File: config.mk
export PLATFORM = sky130hd
export DESIGN_NAME = rlp_top
export DESIGN_NICKNAME = d
export VERILOG_FILES = /design/src/logic/rlp_pkg.sv /design/src/logic/rlp_sync.sv /design/src/logic/rlp_wdog.sv /design/src/logic/rlp_top.sv
export SDC_FILE = /design/constraint.sdc
export NUM_CORES = 1
export LEC_CHECK = 0
export BUFFER_PORTS_ARGS = -buffer_cell sky130_fd_sc_hd__buf_4
export CAP_MARGIN = 20
export CORE_ASPECT_RATIO = 0.7
export CORE_MARGIN = 10
export CORE_UTILIZATION = 57
export CTS_CLUSTER_SIZE = 25
export DETAILED_ROUTE_END_ITERATION = 8
export GPL_TIMING_DRIVEN = 1
export PLACE_DENSITY = 0.85
export SYNTH_ARGS = -nofsm -noshare
export SYNTH_HDL_FRONTEND = slang
export SYNTH_SLANG_ARGS = --single-unit
File: constraint.sdc
create_clock -name clk_i -period 6.2 [get_ports clk_i]
set_input_delay 0.93 -clock clk_i [delete_from_list [all_inputs] [get_ports clk_i]]
set_output_delay 0.93 -clock clk_i [all_outputs]
set_load 0.02 [all_outputs]
File: src/logic/rlp_pkg.sv
// Purpose: Shared constants and types of the reset and low-power controller
// Assumes: One internal bus cycle equals one clk_i cycle (100 MHz)
// Notes:   Offsets are byte addresses on the Avalon-MM slave
`default_nettype none
package rlp_pkg;
	// ----------------------------------------------------------------
	// Register map
	// ----------------------------------------------------------------
	localparam logic [15:0] RLP_WDOG_OFS     = 16'h1ff0;
	localparam logic [15:0] RLP_USB_IR0_OFS  = 16'h1f00;
	localparam logic [15:0] RLP_CAUSE_OFS    = 16'h1f04;
	localparam logic [15:0] RLP_MODE_OFS     = 16'h1f08;
	localparam logic [15:0] RLP_RESET_VECTOR = 16'h1ffe;
	localparam int          RLP_WDOG_CLR_BIT = 0;
	localparam int          RLP_USB_RST_BIT  = 0;
	localparam int          RLP_MODE_RET_BIT = 6;
	// Cause bits: por, pin, watchdog, low voltage, illegal fetch, usb
	localparam int          RLP_C_POR        = 0;
	localparam int          RLP_C_PIN        = 1;
	localparam int          RLP_C_WDOG       = 2;
	localparam int          RLP_C_LVR        = 3;
	localparam int          RLP_C_ILL        = 4;
	localparam int          RLP_C_USB        = 5;
	localparam logic [5:0]  RLP_CAUSE_RST    = 6'h01;
	// ----------------------------------------------------------------
	// Timing
	// ----------------------------------------------------------------
	localparam int          RLP_CLK_MHZ      = 100;
	localparam logic [11:0] RLP_STAB_SHORT   = 12'h0e0;
	localparam logic [11:0] RLP_STAB_LONG    = 12'hfe0;
	// Least pin low time in tenths of an internal cycle
	localparam int          RLP_PIN_LOW_X10  = 15;
	localparam int          RLP_PIN_QUAL_CYC = (RLP_PIN_LOW_X10 + 9) / 10;
	localparam logic [2:0]  RLP_PD_MIN_CYC   = 3'h4;
	localparam logic [1:0]  RLP_PD_GAP_CYC   = 2'h3;
	localparam int          RLP_SE0_MIN_BITS = 4;
	// ----------------------------------------------------------------
	// Sequencer states
	// ----------------------------------------------------------------
	typedef enum logic [5:0] {
		RLP_ST_STAB = 6'h01,
		RLP_ST_HOLD = 6'h02,
		RLP_ST_RUN  = 6'h04,
		RLP_ST_WAIT = 6'h08,
		RLP_ST_STOP = 6'h10,
		RLP_ST_WAKE = 6'h20
	} rlp_state_e;
endpackage : rlp_pkg
`default_nettype wire

File: src/logic/rlp_sync.sv
// Purpose: Two-flop synchroniser for asynchronous level inputs
// Assumes: Inputs are levels, slower than clk_i
// Notes:   Only the second stage is visible outside
`timescale 1ns/1ps
`default_nettype none
module rlp_sync #(
	parameter int               WIDTH   = 1,
	parameter logic [WIDTH-1:0] RST_VAL = '0
) (
	input  wire logic             clk_i,
	input  wire logic             nrst_i,
	input  wire logic [WIDTH-1:0] async_i,
	output logic      [WIDTH-1:0] sync_o
);
	typedef struct packed {
		logic [WIDTH-1:0] s1;
		logic [WIDTH-1:0] s2;
	} rlp_sync_s;

	rlp_sync_s q_r;
	rlp_sync_s q_nxt;

	always_comb begin
		q_nxt    = q_r;
		q_nxt.s1 = async_i;
		q_nxt.s2 = q_r.s1;
	end

	always_ff @(posedge clk_i or negedge nrst_i) begin
		if (!nrst_i) begin
			q_r <= {RST_VAL, RST_VAL};
		end else begin
			q_r <= q_nxt;
		end
	end

	assign sync_o = q_r.s2;
endmodule : rlp_sync
`default_nettype wire

File: src/logic/rlp_wdog.sv
// Purpose: Watchdog period counter
// Assumes: clear_i restarts the period, run_i gates counting
// Notes:   timeout_o stays high until cleared
`timescale 1ns/1ps
`default_nettype none
module rlp_wdog #(
	parameter int PERIOD = 16384
) (
	input  wire logic clk_i,
	input  wire logic nrst_i,
	input  wire logic run_i,
	input  wire logic clear_i,
	output logic      timeout_o
);
	localparam int CW = $clog2(PERIOD);
	localparam logic [CW-1:0] LAST = CW'(PERIOD - 1);

	typedef struct packed {
		logic [CW-1:0] cnt;
		logic          tmo;
	} rlp_wdog_s;

	rlp_wdog_s q_r;
	rlp_wdog_s q_nxt;

	always_comb begin
		q_nxt = q_r;
		if (clear_i) begin
			q_nxt.cnt = '0;
			q_nxt.tmo = 1'b0;
		end else if (run_i && !q_r.tmo) begin
			if (q_r.cnt == LAST) begin
				q_nxt.tmo = 1'b1;
			end else begin
				q_nxt.cnt = q_r.cnt + 1'b1;
			end
		end
	end

	always_ff @(posedge clk_i or negedge nrst_i) begin
		if (!nrst_i) begin
			q_r <= '0;
		end else begin
			q_r <= q_nxt;
		end
	end

	assign timeout_o = q_r.tmo;
endmodule : rlp_wdog
`default_nettype wire

File: src/logic/rlp_top.sv
// Purpose: Reset merging, reset pin pulldown and stop/wait sequencing
// Assumes: nrst_i is the power-on reset; CPU signals share clk_i
// Notes:   Registers on Avalon-MM, one wait state per access
//
// Register access over Avalon-MM was chosen for this implementation.
`timescale 1ns/1ps
`default_nettype none
// Operation
// Six causes reset: power-up, pin, watchdog, low voltage, illegal fetch, USB.
// Reset stops CPU at once, inits control bits, requests vector load.
// After oscillator start, hold reset 224 or 4064 cycles by option.
// Pin still low after the delay keeps reset until pin rises.
// Any other active source after the delay keeps reset until all end.
// Pin low for 1.5 cycles asserts internal reset to CPU and peripherals.
// Watchdog, low voltage, illegal fetch pull pin low, at least 4 cycles.
// No pulldown while the pin is already pulled low from outside.
// Power-on reset never drives the pin pulldown.
// SE0 for 4 bit times sets USB reset flag and resets.
// Enabled watchdog timing out causes a reset.
// Writing zero to watchdog bit 0 restarts the period; one is ignored.
// Watchdog register reads zero; clear bit is write-only.
// Enabled low-voltage detect resets while supply is low.
// Opcode fetch outside ROM and RAM causes a reset.
// Stop switches oscillator off and halts processing, state kept.
// Stop or wait clears interrupt mask and sets external interrupt enable.
// Stop ends on external or resume interrupt, pin, USB or LOW_VOLTAGE_RESET reset.
// Leaving stop restarts oscillator and waits the stabilisation delay.
// Wait halts CPU clock; state kept.
// Wait ends on external, USB, timer, MULTI_FUNCTION_TIMER interrupt or a reset.
// Retention mode only without low-voltage reset; no execution.
// Every reset fetches the vector at 1FFE/1FFF and sets the mask.
// Pin is synchronised and qualified over consecutive low samples.
// Outside keeps the pin low throughout retention mode.
module rlp_top #(
	parameter bit LONG_STAB    = 1'b1,
	parameter bit WDOG_EN      = 1'b1,
	parameter bit LVR_EN       = 1'b1,
	parameter int USB_BIT_CYC  = 67,
	parameter int WDOG_PERIOD  = 16384
) (
	input  wire logic        clk_i,
	input  wire logic        nrst_i,
	input  wire logic [15:0] avs_address_i,
	input  wire logic        avs_read_i,
	input  wire logic        avs_write_i,
	input  wire logic [31:0] avs_writedata_i,
	input  wire logic [3:0]  avs_byteenable_i,
	output logic      [31:0] avs_readdata_o,
	output logic             avs_waitrequest_o,
	input  wire logic        rst_pin_i,
	output logic             rst_pin_o,
	output logic             rst_pin_oe_n_o,
	input  wire logic        low_volt_i,
	input  wire logic        usb_se0_i,
	input  wire logic        ext_irq_i,
	input  wire logic        usb_resume_irq_i,
	input  wire logic        usb_irq_i,
	input  wire logic        timer1_irq_i,
	input  wire logic        mft_irq_i,
	input  wire logic        illegal_fetch_i,
	input  wire logic        stop_exec_i,
	input  wire logic        wait_exec_i,
	output logic             sys_rst_o,
	output logic             osc_en_o,
	output logic             cpu_clk_en_o,
	output logic             vec_fetch_o,
	output logic             set_ibit_o,
	output logic             clr_ibit_o,
	output logic             set_ext_int_enable_bit_o,
	output logic             retention_o,
	output logic             usb_rst_flag_o
);
	import rlp_pkg::*;

	// ----------------------------------------------------------------
	// Constants and state
	// ----------------------------------------------------------------
	localparam int SE0_CYC = RLP_SE0_MIN_BITS * USB_BIT_CYC;
	localparam int SW = $clog2(SE0_CYC + 1);
	localparam logic [SW-1:0] SE0_MAX = SW'(SE0_CYC);
	localparam logic [1:0] PIN_QUAL = 2'(RLP_PIN_QUAL_CYC);
	localparam logic [11:0] STAB_LAST = (LONG_STAB ? RLP_STAB_LONG : RLP_STAB_SHORT) - 12'h001;

	typedef struct packed {
		rlp_state_e    state;
		logic [11:0]   stab_cnt;
		logic [SW-1:0] se0_cnt;
		logic [1:0]    pin_cnt;
		logic [2:0]    pd_cnt;
		logic          pd_oe_n;
		logic [1:0]    pd_gap;
		logic          sys_rst;
		logic          osc_en;
		logic          cpu_clk_en;
		logic          vec_fetch;
		logic          set_ibit;
		logic          clr_ibit;
		logic          set_ext_int_enable_bit;
		logic          ret_mode;
		logic          usb_flag;
		logic [5:0]    cause;
		logic          waitreq;
		logic [31:0]   rdata;
		logic          wdog_kick;
	} rlp_top_s;

	rlp_top_s q_r;
	rlp_top_s q_nxt;

	logic [3:0] sync_s;
	logic       pin_s;
	logic       lv_s;
	logic       se0_s;
	logic       eirq_s;
	logic       wdog_tmo;
	logic       wdog_run;
	logic       wdog_clr;

	// ----------------------------------------------------------------
	// Input synchronisers and watchdog
	// ----------------------------------------------------------------
	rlp_sync #(
		.WIDTH   (4),
		.RST_VAL (4'h1)
	) u_sync (
		.clk_i   (clk_i),
		.nrst_i  (nrst_i),
		.async_i ({ext_irq_i, usb_se0_i, low_volt_i, rst_pin_i}),
		.sync_o  (sync_s)
	);

	assign pin_s  = sync_s[0];
	assign lv_s   = sync_s[1];
	assign se0_s  = sync_s[2];
	assign eirq_s = sync_s[3];

	assign wdog_run = WDOG_EN && !q_r.sys_rst && (q_r.state == RLP_ST_RUN || q_r.state == RLP_ST_WAIT);
	assign wdog_clr = q_r.wdog_kick || q_r.sys_rst;

	rlp_wdog #(
		.PERIOD    (WDOG_PERIOD)
	) u_wdog (
		.clk_i     (clk_i),
		.nrst_i    (nrst_i),
		.run_i     (wdog_run),
		.clear_i   (wdog_clr),
		.timeout_o (wdog_tmo)
	);

	// ----------------------------------------------------------------
	// Reset sources
	// ----------------------------------------------------------------
	logic pin_ext_low;
	logic pin_src;
	logic usb_src;
	logic wdog_src;
	logic lvr_src;
	logic ill_src;
	logic pd_req;
	logic any_src;
	logic stop_rst;
	logic stop_wake;
	logic wait_wake;
	logic req;
	logic hit_wdog;
	logic hit_usb;
	logic hit_cause;
	logic hit_mode;

	// Own pulldown and its release tail must not look like an outside reset
	assign pin_ext_low = !pin_s && q_r.pd_oe_n && q_r.pd_gap == 2'h0;
	assign pin_src  = q_r.pin_cnt == PIN_QUAL;
	assign usb_src  = q_r.se0_cnt == SE0_MAX;
	assign wdog_src = WDOG_EN && wdog_tmo;
	assign lvr_src  = LVR_EN && lv_s;
	assign ill_src  = illegal_fetch_i && q_r.cpu_clk_en;
	assign pd_req   = wdog_src || lvr_src || ill_src;
	assign any_src  = pin_src || usb_src || pd_req;
	assign stop_rst  = pin_src || usb_src || lvr_src;
	assign stop_wake = eirq_s || usb_resume_irq_i;
	assign wait_wake = eirq_s || usb_irq_i || timer1_irq_i || mft_irq_i;

	assign req       = avs_read_i || avs_write_i;
	assign hit_wdog  = avs_address_i == RLP_WDOG_OFS;
	assign hit_usb   = avs_address_i == RLP_USB_IR0_OFS;
	assign hit_cause = avs_address_i == RLP_CAUSE_OFS;
	assign hit_mode  = avs_address_i == RLP_MODE_OFS;

	// ----------------------------------------------------------------
	// Next state
	// ----------------------------------------------------------------
	always_comb begin
		q_nxt           = q_r;
		q_nxt.vec_fetch = 1'b0;
		q_nxt.set_ibit  = 1'b0;
		q_nxt.clr_ibit  = 1'b0;
		q_nxt.set_ext_int_enable_bit  = 1'b0;
		q_nxt.wdog_kick = 1'b0;

		// Pin qualification over consecutive low samples
		if (!pin_ext_low) begin
			q_nxt.pin_cnt = 2'h0;
		end else if (q_r.pin_cnt != PIN_QUAL) begin
			q_nxt.pin_cnt = q_r.pin_cnt + 2'h1;
		end

		// SE0 duration on the upstream port
		if (!se0_s) begin
			q_nxt.se0_cnt = '0;
		end else if (q_r.se0_cnt != SE0_MAX) begin
			q_nxt.se0_cnt = q_r.se0_cnt + 1'b1;
		end

		// Reset pin pulldown
		if (!q_r.pd_oe_n) begin
			if (q_r.pd_cnt != 3'h0) begin
				q_nxt.pd_cnt = q_r.pd_cnt - 3'h1;
			end else if (!pd_req) begin
				q_nxt.pd_oe_n = 1'b1;
				q_nxt.pd_gap  = RLP_PD_GAP_CYC;
			end
		end else begin
			if (q_r.pd_gap != 2'h0) begin
				q_nxt.pd_gap = q_r.pd_gap - 2'h1;
			end
			if (pd_req && pin_s) begin
				q_nxt.pd_oe_n = 1'b0;
				q_nxt.pd_cnt  = RLP_PD_MIN_CYC - 3'h1;
			end
		end

		// Sequencer
		unique case (q_r.state)
			RLP_ST_STAB: begin
				q_nxt.sys_rst  = 1'b1;
				q_nxt.osc_en   = 1'b1;
				q_nxt.stab_cnt = q_r.stab_cnt + 12'h001;
				if (q_r.stab_cnt == STAB_LAST) begin
					q_nxt.state = RLP_ST_HOLD;
				end
			end
			RLP_ST_HOLD: begin
				if (!any_src && q_r.pd_oe_n) begin
					q_nxt.state      = RLP_ST_RUN;
					q_nxt.sys_rst    = 1'b0;
					q_nxt.cpu_clk_en = 1'b1;
					q_nxt.vec_fetch  = 1'b1;
					q_nxt.set_ibit   = 1'b1;
				end
			end
			RLP_ST_RUN: begin
				if (any_src) begin
					q_nxt.state      = RLP_ST_HOLD;
					q_nxt.sys_rst    = 1'b1;
					q_nxt.cpu_clk_en = 1'b0;
				end else if (stop_exec_i) begin
					q_nxt.state      = RLP_ST_STOP;
					q_nxt.osc_en     = 1'b0;
					q_nxt.cpu_clk_en = 1'b0;
					q_nxt.clr_ibit   = 1'b1;
					q_nxt.set_ext_int_enable_bit   = 1'b1;
				end else if (wait_exec_i) begin
					q_nxt.state      = RLP_ST_WAIT;
					q_nxt.cpu_clk_en = 1'b0;
					q_nxt.clr_ibit   = 1'b1;
					q_nxt.set_ext_int_enable_bit   = 1'b1;
				end
			end
			RLP_ST_WAIT: begin
				if (any_src) begin
					q_nxt.state   = RLP_ST_HOLD;
					q_nxt.sys_rst = 1'b1;
				end else if (wait_wake) begin
					q_nxt.state      = RLP_ST_RUN;
					q_nxt.cpu_clk_en = 1'b1;
				end
			end
			RLP_ST_STOP: begin
				if (stop_rst) begin
					q_nxt.state    = RLP_ST_STAB;
					q_nxt.osc_en   = 1'b1;
					q_nxt.sys_rst  = 1'b1;
					q_nxt.stab_cnt = 12'h000;
				end else if (stop_wake) begin
					q_nxt.state    = RLP_ST_WAKE;
					q_nxt.osc_en   = 1'b1;
					q_nxt.stab_cnt = 12'h000;
				end
			end
			RLP_ST_WAKE: begin
				q_nxt.stab_cnt = q_r.stab_cnt + 12'h001;
				if (stop_rst) begin
					q_nxt.state   = RLP_ST_STAB;
					q_nxt.sys_rst = 1'b1;
				end else if (q_r.stab_cnt == STAB_LAST) begin
					q_nxt.state      = RLP_ST_RUN;
					q_nxt.cpu_clk_en = 1'b1;
				end
			end
			default: begin
				q_nxt.state    = RLP_ST_STAB;
				q_nxt.sys_rst  = 1'b1;
				q_nxt.stab_cnt = 12'h000;
			end
		endcase

		// Retention: pin held low from outside with no low-voltage reset
		q_nxt.ret_mode = !LVR_EN && pin_src && q_r.sys_rst;

		// Register bus, write side
		if (avs_write_i && !q_r.waitreq) begin
			if (hit_wdog && avs_byteenable_i[0]) begin
				q_nxt.wdog_kick = !avs_writedata_i[RLP_WDOG_CLR_BIT];
			end
			if (hit_usb && avs_byteenable_i[0] && avs_writedata_i[RLP_USB_RST_BIT]) begin
				q_nxt.usb_flag = 1'b0;
			end
			if (hit_cause && avs_byteenable_i[0]) begin
				q_nxt.cause = q_r.cause & ~avs_writedata_i[5:0];
			end
		end

		// Hardware set wins over a clear in the same cycle
		if (usb_src) begin
			q_nxt.usb_flag = 1'b1;
		end
		q_nxt.cause[RLP_C_PIN]  = q_nxt.cause[RLP_C_PIN] | pin_src;
		q_nxt.cause[RLP_C_WDOG] = q_nxt.cause[RLP_C_WDOG] | wdog_src;
		q_nxt.cause[RLP_C_LVR]  = q_nxt.cause[RLP_C_LVR] | lvr_src;
		q_nxt.cause[RLP_C_ILL]  = q_nxt.cause[RLP_C_ILL] | ill_src;
		q_nxt.cause[RLP_C_USB]  = q_nxt.cause[RLP_C_USB] | usb_src;

		// Register bus, read side and wait state
		q_nxt.waitreq = !(req && q_r.waitreq);
		if (avs_read_i && q_r.waitreq) begin
			q_nxt.rdata = 32'h0000_0000;
			if (hit_usb) begin
				q_nxt.rdata[RLP_USB_RST_BIT] = q_r.usb_flag;
			end
			if (hit_cause) begin
				q_nxt.rdata[5:0] = q_r.cause;
			end
			if (hit_mode) begin
				q_nxt.rdata[5:0]              = q_r.state;
				q_nxt.rdata[RLP_MODE_RET_BIT] = q_r.ret_mode;
			end
		end
	end

	// ----------------------------------------------------------------
	// State register
	// ----------------------------------------------------------------
	always_ff @(posedge clk_i or negedge nrst_i) begin
		if (!nrst_i) begin
			q_r            <= '0;
			q_r.state      <= RLP_ST_STAB;
			q_r.sys_rst    <= 1'b1;
			q_r.osc_en     <= 1'b1;
			q_r.pd_oe_n    <= 1'b1;
			q_r.cause      <= RLP_CAUSE_RST;
			q_r.waitreq    <= 1'b1;
		end else begin
			q_r <= q_nxt;
		end
	end

	// ----------------------------------------------------------------
	// Outputs
	// ----------------------------------------------------------------
	assign avs_readdata_o    = q_r.rdata;
	assign avs_waitrequest_o = q_r.waitreq;
	assign rst_pin_o         = 1'b0;
	assign rst_pin_oe_n_o    = q_r.pd_oe_n;
	assign sys_rst_o         = q_r.sys_rst;
	assign osc_en_o          = q_r.osc_en;
	assign cpu_clk_en_o      = q_r.cpu_clk_en;
	assign vec_fetch_o       = q_r.vec_fetch;
	assign set_ibit_o        = q_r.set_ibit;
	assign clr_ibit_o        = q_r.clr_ibit;
	assign set_ext_int_enable_bit_o        = q_r.set_ext_int_enable_bit;
	assign retention_o       = q_r.ret_mode;
	assign usb_rst_flag_o    = q_r.usb_flag;
endmodule : rlp_top
`default_nettype wire

==> Yosys cells after proc, flatten, opt, wreduce, memory -nomap -nowiden <==
Index checks and enable logic that the tools add are counted.
{ "word_totals": {"register_bits": 81, "word_cells": 192} }
{ "classes": {"bitwise": 8, "addsub": 6, "reduce_logical": 58, "n_mux": 59, "n_eq_ne": 37} }
{ "op_table": {"columns": ["cell", "count"], "rows": [
  ["two-way mux 6 bit", 13],
  ["equality test 16 x 13 -> 1 bit (second input constant)", 4],
  ["two-way mux 18 bit", 2],
  ["case mux 12 bit (3 select lines)", 1],
  ["case mux 6 bit (6 select lines)", 1],
  ["two-way mux 15 bit", 2],
  ["!= test 2 bit (second input constant)", 12],
  ["two-way mux 1 bit", 20],
  ["two-way mux 9 bit", 2],
  ["two-way mux 2 bit", 8],
  ["adder 14 x 1 -> 14 bit (second input constant)", 1],
  ["equality test 14 bit (second input constant)", 1],
  ["logical AND 1 bit", 14],
  ["two-way mux 14 bit", 1],
  ["adder 12 x 1 -> 12 bit (second input constant)", 1],
  ["equality test 12 bit (second input constant)", 1],
  ["logical OR 1 bit", 12],
  ["two-way mux 3 bit", 4],
  ["!= test 2 x 1 -> 1 bit (second input constant)", 6],
  ["AND reduction 2 bit", 6],
  ["nonzero test 2 bit", 6],
  ["adder 9 x 1 -> 9 bit (second input constant)", 1],
  ["equality test 9 bit (second input constant)", 1],
  ["!= test 3 bit (second input constant)", 3],
  ["other kinds (30)", 45]
]} }

==> Logic depth before layout (Yosys ltp) <==
{ "logic_depth": {"depth_word": 7, "mapped_depth": 8, "ltp_nobuf": 7} }

==> Cells and area by module <==
From an unflattened synthesis, not the netlist that was laid out.
{ "hier_totals": {"hier_cells": 441, "area_unflattened_um2": 4256.6} }
{ "modules_own_cells": {"columns": ["mod", "cells_each", "n_inst", "seq_area_each_um2", "area_each_um2"], "rows": [
  ["rlp_top", 343, 1, 1383.8, 3205.6],
  ["rlp_wdog", 90, 1, 375.4, 848.3],
  ["rlp_sync", 8, 1, 202.7, 202.7]
]} }

==> Least setup slack after synthesis <==
Ideal clock, no wire load.
{ "synth_timing": {"path_type": "input to register", "from": "in illegal_fetch_i", "to": "reg q_r[83] (netlist name)", "setup_slack_ps": 3457, "required_time_ps": 6075, "setup_time_ps": 125, "stages": 5, "arrival_time_ps": 2618, "path_buffers": 0, "cell_sequence": "a2111oi_1 > o211ai_1 > a32o_1 > a2111o_1 > mux2_4"} }
{ "synth_via": {"elab_chain_cells": 7} }
{ "synth_rtl": {"columns": ["item", "line", "text"], "rows": [
  ["start, declared", "rlp_top.sv:60", "input wire logic illegal_fetch_i,"],
  ["logical AND 1 bit (*)", "rlp_top.sv:176", "assign ill_src = illegal_fetch_i && q_r.cpu_clk_en;"],
  ["logical OR 1 bit (*)", "rlp_top.sv:177", "assign pd_req = wdog_src || lvr_src || ill_src;"],
  ["logical OR 1 bit (*)", "rlp_top.sv:178", "assign any_src = pin_src || usb_src || pd_req;"],
  ["logical NOT 1 bit", "rlp_top.sv:243", "if (!any_src && q_r.pd_oe_n) begin"],
  ["logical AND 1 bit", "rlp_top.sv:243", null],
  ["!= test 2 bit (no source line)", null, null],
  ["AND reduction 6 bit (no source line)", null, null],
  ["end signal, assigned", "rlp_top.sv:363", "q_r <= q_nxt;"],
  ["end, declared", "rlp_top.sv:107", "rlp_top_s q_r;"]
]} }
Every way passes the cells marked *; elsewhere a longest branch is shown, timed or not.
A chain may end at the register's enable or synchronous reset.

==> Worst setup path after layout <==
{ "layout_timing": {"from": "reg q_r[55] (netlist name)", "to": "reg q_r[83] (netlist name)"} }
{ "layout_via": {"elab_chain_cells": 7} }
{ "layout_rtl": {"columns": ["item", "line", "text"], "rows": [
  ["equality test 2 bit (*)", "rlp_top.sv:172", "assign pin_src = q_r.pin_cnt == PIN_QUAL;"],
  ["logical OR 1 bit (*)", "rlp_top.sv:178, rlp_top.sv:179", null],
  ["logical OR 1 bit", "rlp_top.sv:178", null],
  ["logical NOT 1 bit", "rlp_top.sv:243", null],
  ["logical AND 1 bit", "rlp_top.sv:243", null],
  ["!= test 2 bit (no source line)", null, null],
  ["AND reduction 6 bit (no source line)", null, null]
]} }
Marked as above.

==> impl_metrics.json <==
{
  "crit_slowest_cell": "a2111oi_1",
  "hold_viol_final": 0,
  "numCtsBuffers": 9,
  "p_leak_nw": 2.052,
  "first_iter_violations": 294,
  "skew_ps": 10.77,
  "grt_max_degree": 79,
  "min_period_ps": 2796,
  "fin_crit_sh_pct": 45.10,
  "rsz0062_at_grt": "no",
  "worstSkewPairLatency_ps": 370,
  "synth_seq_cells": 78,
  "gp_congestion": 0.9181,
  "synth.yosys.seq_area_share_pct": 46.81,
  "antennaDiodeCount": 0,
  "crit_required_ps": 6450,
  "setup_viol": 0,
  "clk_pin_slew_ps": 80,
  "synthTopCellsByCount": "70 x dfrtp_1, 36 x buf_4, 35 x nor2_1",
  "die_x_um": 122.5,
  "yosys.area.top_type": "dfrtp_1",
  "cts_buffer_depth": 2,
  "cts_hold_buffers": 0,
  "portBuffers": 53,
  "status": "finished, final reports clean",
  "cp-end-kind": "flip-flop",
  "grt_pass1_vias": 3254,
  "core_um2": 7222,
  "slew_viol_final": 0,
  "placed_area_um2": 4512,
  "netlist_area_um2": 4192,
  "power_frac_seq_pct": 45.8,
  "synth.area.top_cells": "dfrtp_1 42%, buf_4 6.4%, dfstp_2 5.0%",
  "first_pass_iters": 5,
  "wl_mm": 9.866,
  "maxCapViolations": 0,
  "avgSynthCellArea_um2": 9.614,
  "synth_flop_cell": "dfrtp_1",
  "synth_top_area_share_pct": 41.79,
  "synthCells": 436,
  "grt_pass1_wl_mm": 15.79,
  "clkPwrFrac_pct": 28.6,
  "slew_headroom_pct": 26.02,
  "route.detailed.drc": 0,
  "post_cts_resized": 0,
  "final_nets": 556,
  "die_area_um2": 11240,
  "place_hpwl_mm": 7.290,
  "p_int_uw": 908.6,
  "fin_ws_ps": 3404,
  "vias_per_cell": 5.899,
  "numClockSinks": 78,
  "synthArstFlopShare_pct": 100.0,
  "dr_total_vias": 3445,
  "sw_frac_of_total_pct": 33.65,
  "drive_above_1_share_pct": 18.11,
  "synth_edf_count": 0,
  "track_usage_pct": 17.00,
  "crit_chain": "inv_1 -> ha_1 -> a2111oi_1 -> o211ai_1 -> a32o_1 -> a2111o_1 -> mux2_4",
  "p_sw_uw": 460.9,
  "pre_cts_ws_ps": 3068,
  "pwr-share-comb_pct": 25.6,
  "clockRootBuffer": "clkbuf_8",
  "die_h_um": 91.75,
  "syn_to_final_growth_pct": 12.42,
  "peakVddDrop_v": 0.0001867,
  "min_path_type": "reg2reg",
  "crit_fanout": 6,
  "layout.cells.non_filler": 584,
  "grt_antenna_before_repair": 0,
  "cts_setup_buffers": 0,
  "start_kind": "flip-flop",
  "rows": 26,
  "slowest_delay_ps": 590,
  "worstMarginPinSlew_ps": 1110,
  "arrival_ps": 3040,
  "overflow": 0,
  "p_per_area_nw_per_um2": 290.6,
  "yosysMostFrequentCell": "dfrtp_1",
  "netlist-cell-type-count": 59,
  "crit_type": "reg2reg",
  "fin_area_um2": 4712,
  "htree_levels": 3,
  "start_util_pct": 58.04,
  "post-place-cells": 568,
  "fin_setup_tns_ps": 0,
  "wl_per_cell_um": 16.89,
  "ys.warnings.count": 0,
  "ant_nets": 0,
  "cts_tree": "done",
  "fmax_ghz": 0.3576,
  "ios": 111
}
area by class of cell:
| type | count | area [um^2] |
|---|---|---|
| fillers | 586 | 2510 |
| multi-input cells | 325 | 1977 |
| flip-flops and latches | 78 | 1962 |
| repair buffers | 53 | 397.9 |
| clock buffers | 11 | 141.4 |
| well taps | 98 | 122.6 |
| clock inverters | 5 | 58.81 |
| inverters | 14 | 52.55 |
cells in the final DEF, fill, tap and decap left out, drive strengths merged, types with 3 or more instances in the layout:
master,n
ha,8
nor2,35
a32o,3
xnor2,5
inv,14
conb,28
a21oi,29
and2,7
or4,6
mux2i,3
nor3b,4
or3,10
nand2,28
o31ai,7
o211ai,7
nand3b,3
and4,4
dfrtp,70
o41ai,3
a31oi,4
a21boi,7
and3,7
nor2b,6
buf,53
a21o,7
xor2,7
clkbuf,11
o21ai,34
mux2,3
nor4,5
nand3,9
nand4,15
dfstp,8
a22oi,5
nor3,6
state kept, by name (all words and copies together), names as in the netlist:
register and count:
sys_rst_o 1, set_ibit_o 1, avs_readdata_o 6, u_sync.q_nxt 4, u_wdog.timeout_o 1, q_r 41
osc_en_o 1, u_wdog.q_r 14, u_sync.sync_o 4, rst_pin_oe_n_o 1, clr_ibit_o 1, avs_waitrequest_o 1
cpu_clk_en_o 1, usb_rst_flag_o 1
power groups by stage:
stage	Combinational [mW]	Sequential, mW	Clock [mW]
floorplan	0.274	0.616	0
global placement	0.330	0.630	0
detailed placement	0.347	0.635	0
CTS	0.349	0.625	0.396
global route	0.393	0.634	0.415
finish	0.351	0.627	0.392
cell families after synthesis:
| kind of cell | Yosys count | share of synthesized area [%] |
|---|---|---|
| AO/OA/AOI/OAI | 120 | 18.27 |
| XOR/XNOR | 12 | 2.507 |
| adder cells (fa/ha/maj) | 8 | 2.388 |
| buffers and inverters | 60 | 8.627 |
| flip-flops | 78 | 46.81 |
| multiplexers | 6 | 1.612 |
| other | 1 | 0.08947 |
| AND/OR/NAND/NOR | 151 | 19.70 |
per-stage QoR:
stage | hold WS [ps] | power, mW | utilization, %
2_1_floorplan | 331.2 | 0.8905 | -
3_3_place_gp | 334.2 | 0.9602 | 62.47
3_5_place_dp | 337.1 | 0.9823 | 62.47
4_1_cts | 356.6 | 1.370 | 65.25
5_1_grt | 360.4 | 1.442 | 65.25
6_report | 356.1 | 1.370 | 65.25
worst paths after layout:
kind	slack, ps	depth (start not counted)	end	startpoint
setup / recovery	3400	7	q_r[83]$_DFFE_PN0P_	q_r[55]$_DFFE_PN0P_
hold / removal	360	0	u_sync.sync_o[3]$_DFF_PN0_	u_sync.q_nxt[3]$_DFF_PN0_
setup reg to reg	3400	7	q_r[83]$_DFFE_PN0P_	q_r[55]$_DFFE_PN0P_
hold reg to reg	360	0	u_sync.sync_o[3]$_DFF_PN0_	u_sync.q_nxt[3]$_DFF_PN0_
max in group asynchronous	4890	1	q_r[55]$_DFFE_PN0P_	nrst_i
min in group asynchronous	690	1	u_wdog.q_r[8]$_DFFE_PN0P_	nrst_i
worst max-delay path: cells and delay by family (launching register included):
kind                       cells  cell delay [ps]
DFF                            1              370
buffers and inverters          1               50
AOI/OAI and AO/OA              4             1670
adders and majority gates      1              270
muxes                          1              320
per-layer routing:
layer	GRT usage, %	vias to the layer above	part of all wire (%)
met5	0	-	0
met4	4.207	0	1.3
met3	4.715	20	6.9
met2	27.55	122	48
met1	22.01	1687	44
li1	-	1616	-
Note: power is estimated with default switching activity, not from simulation.
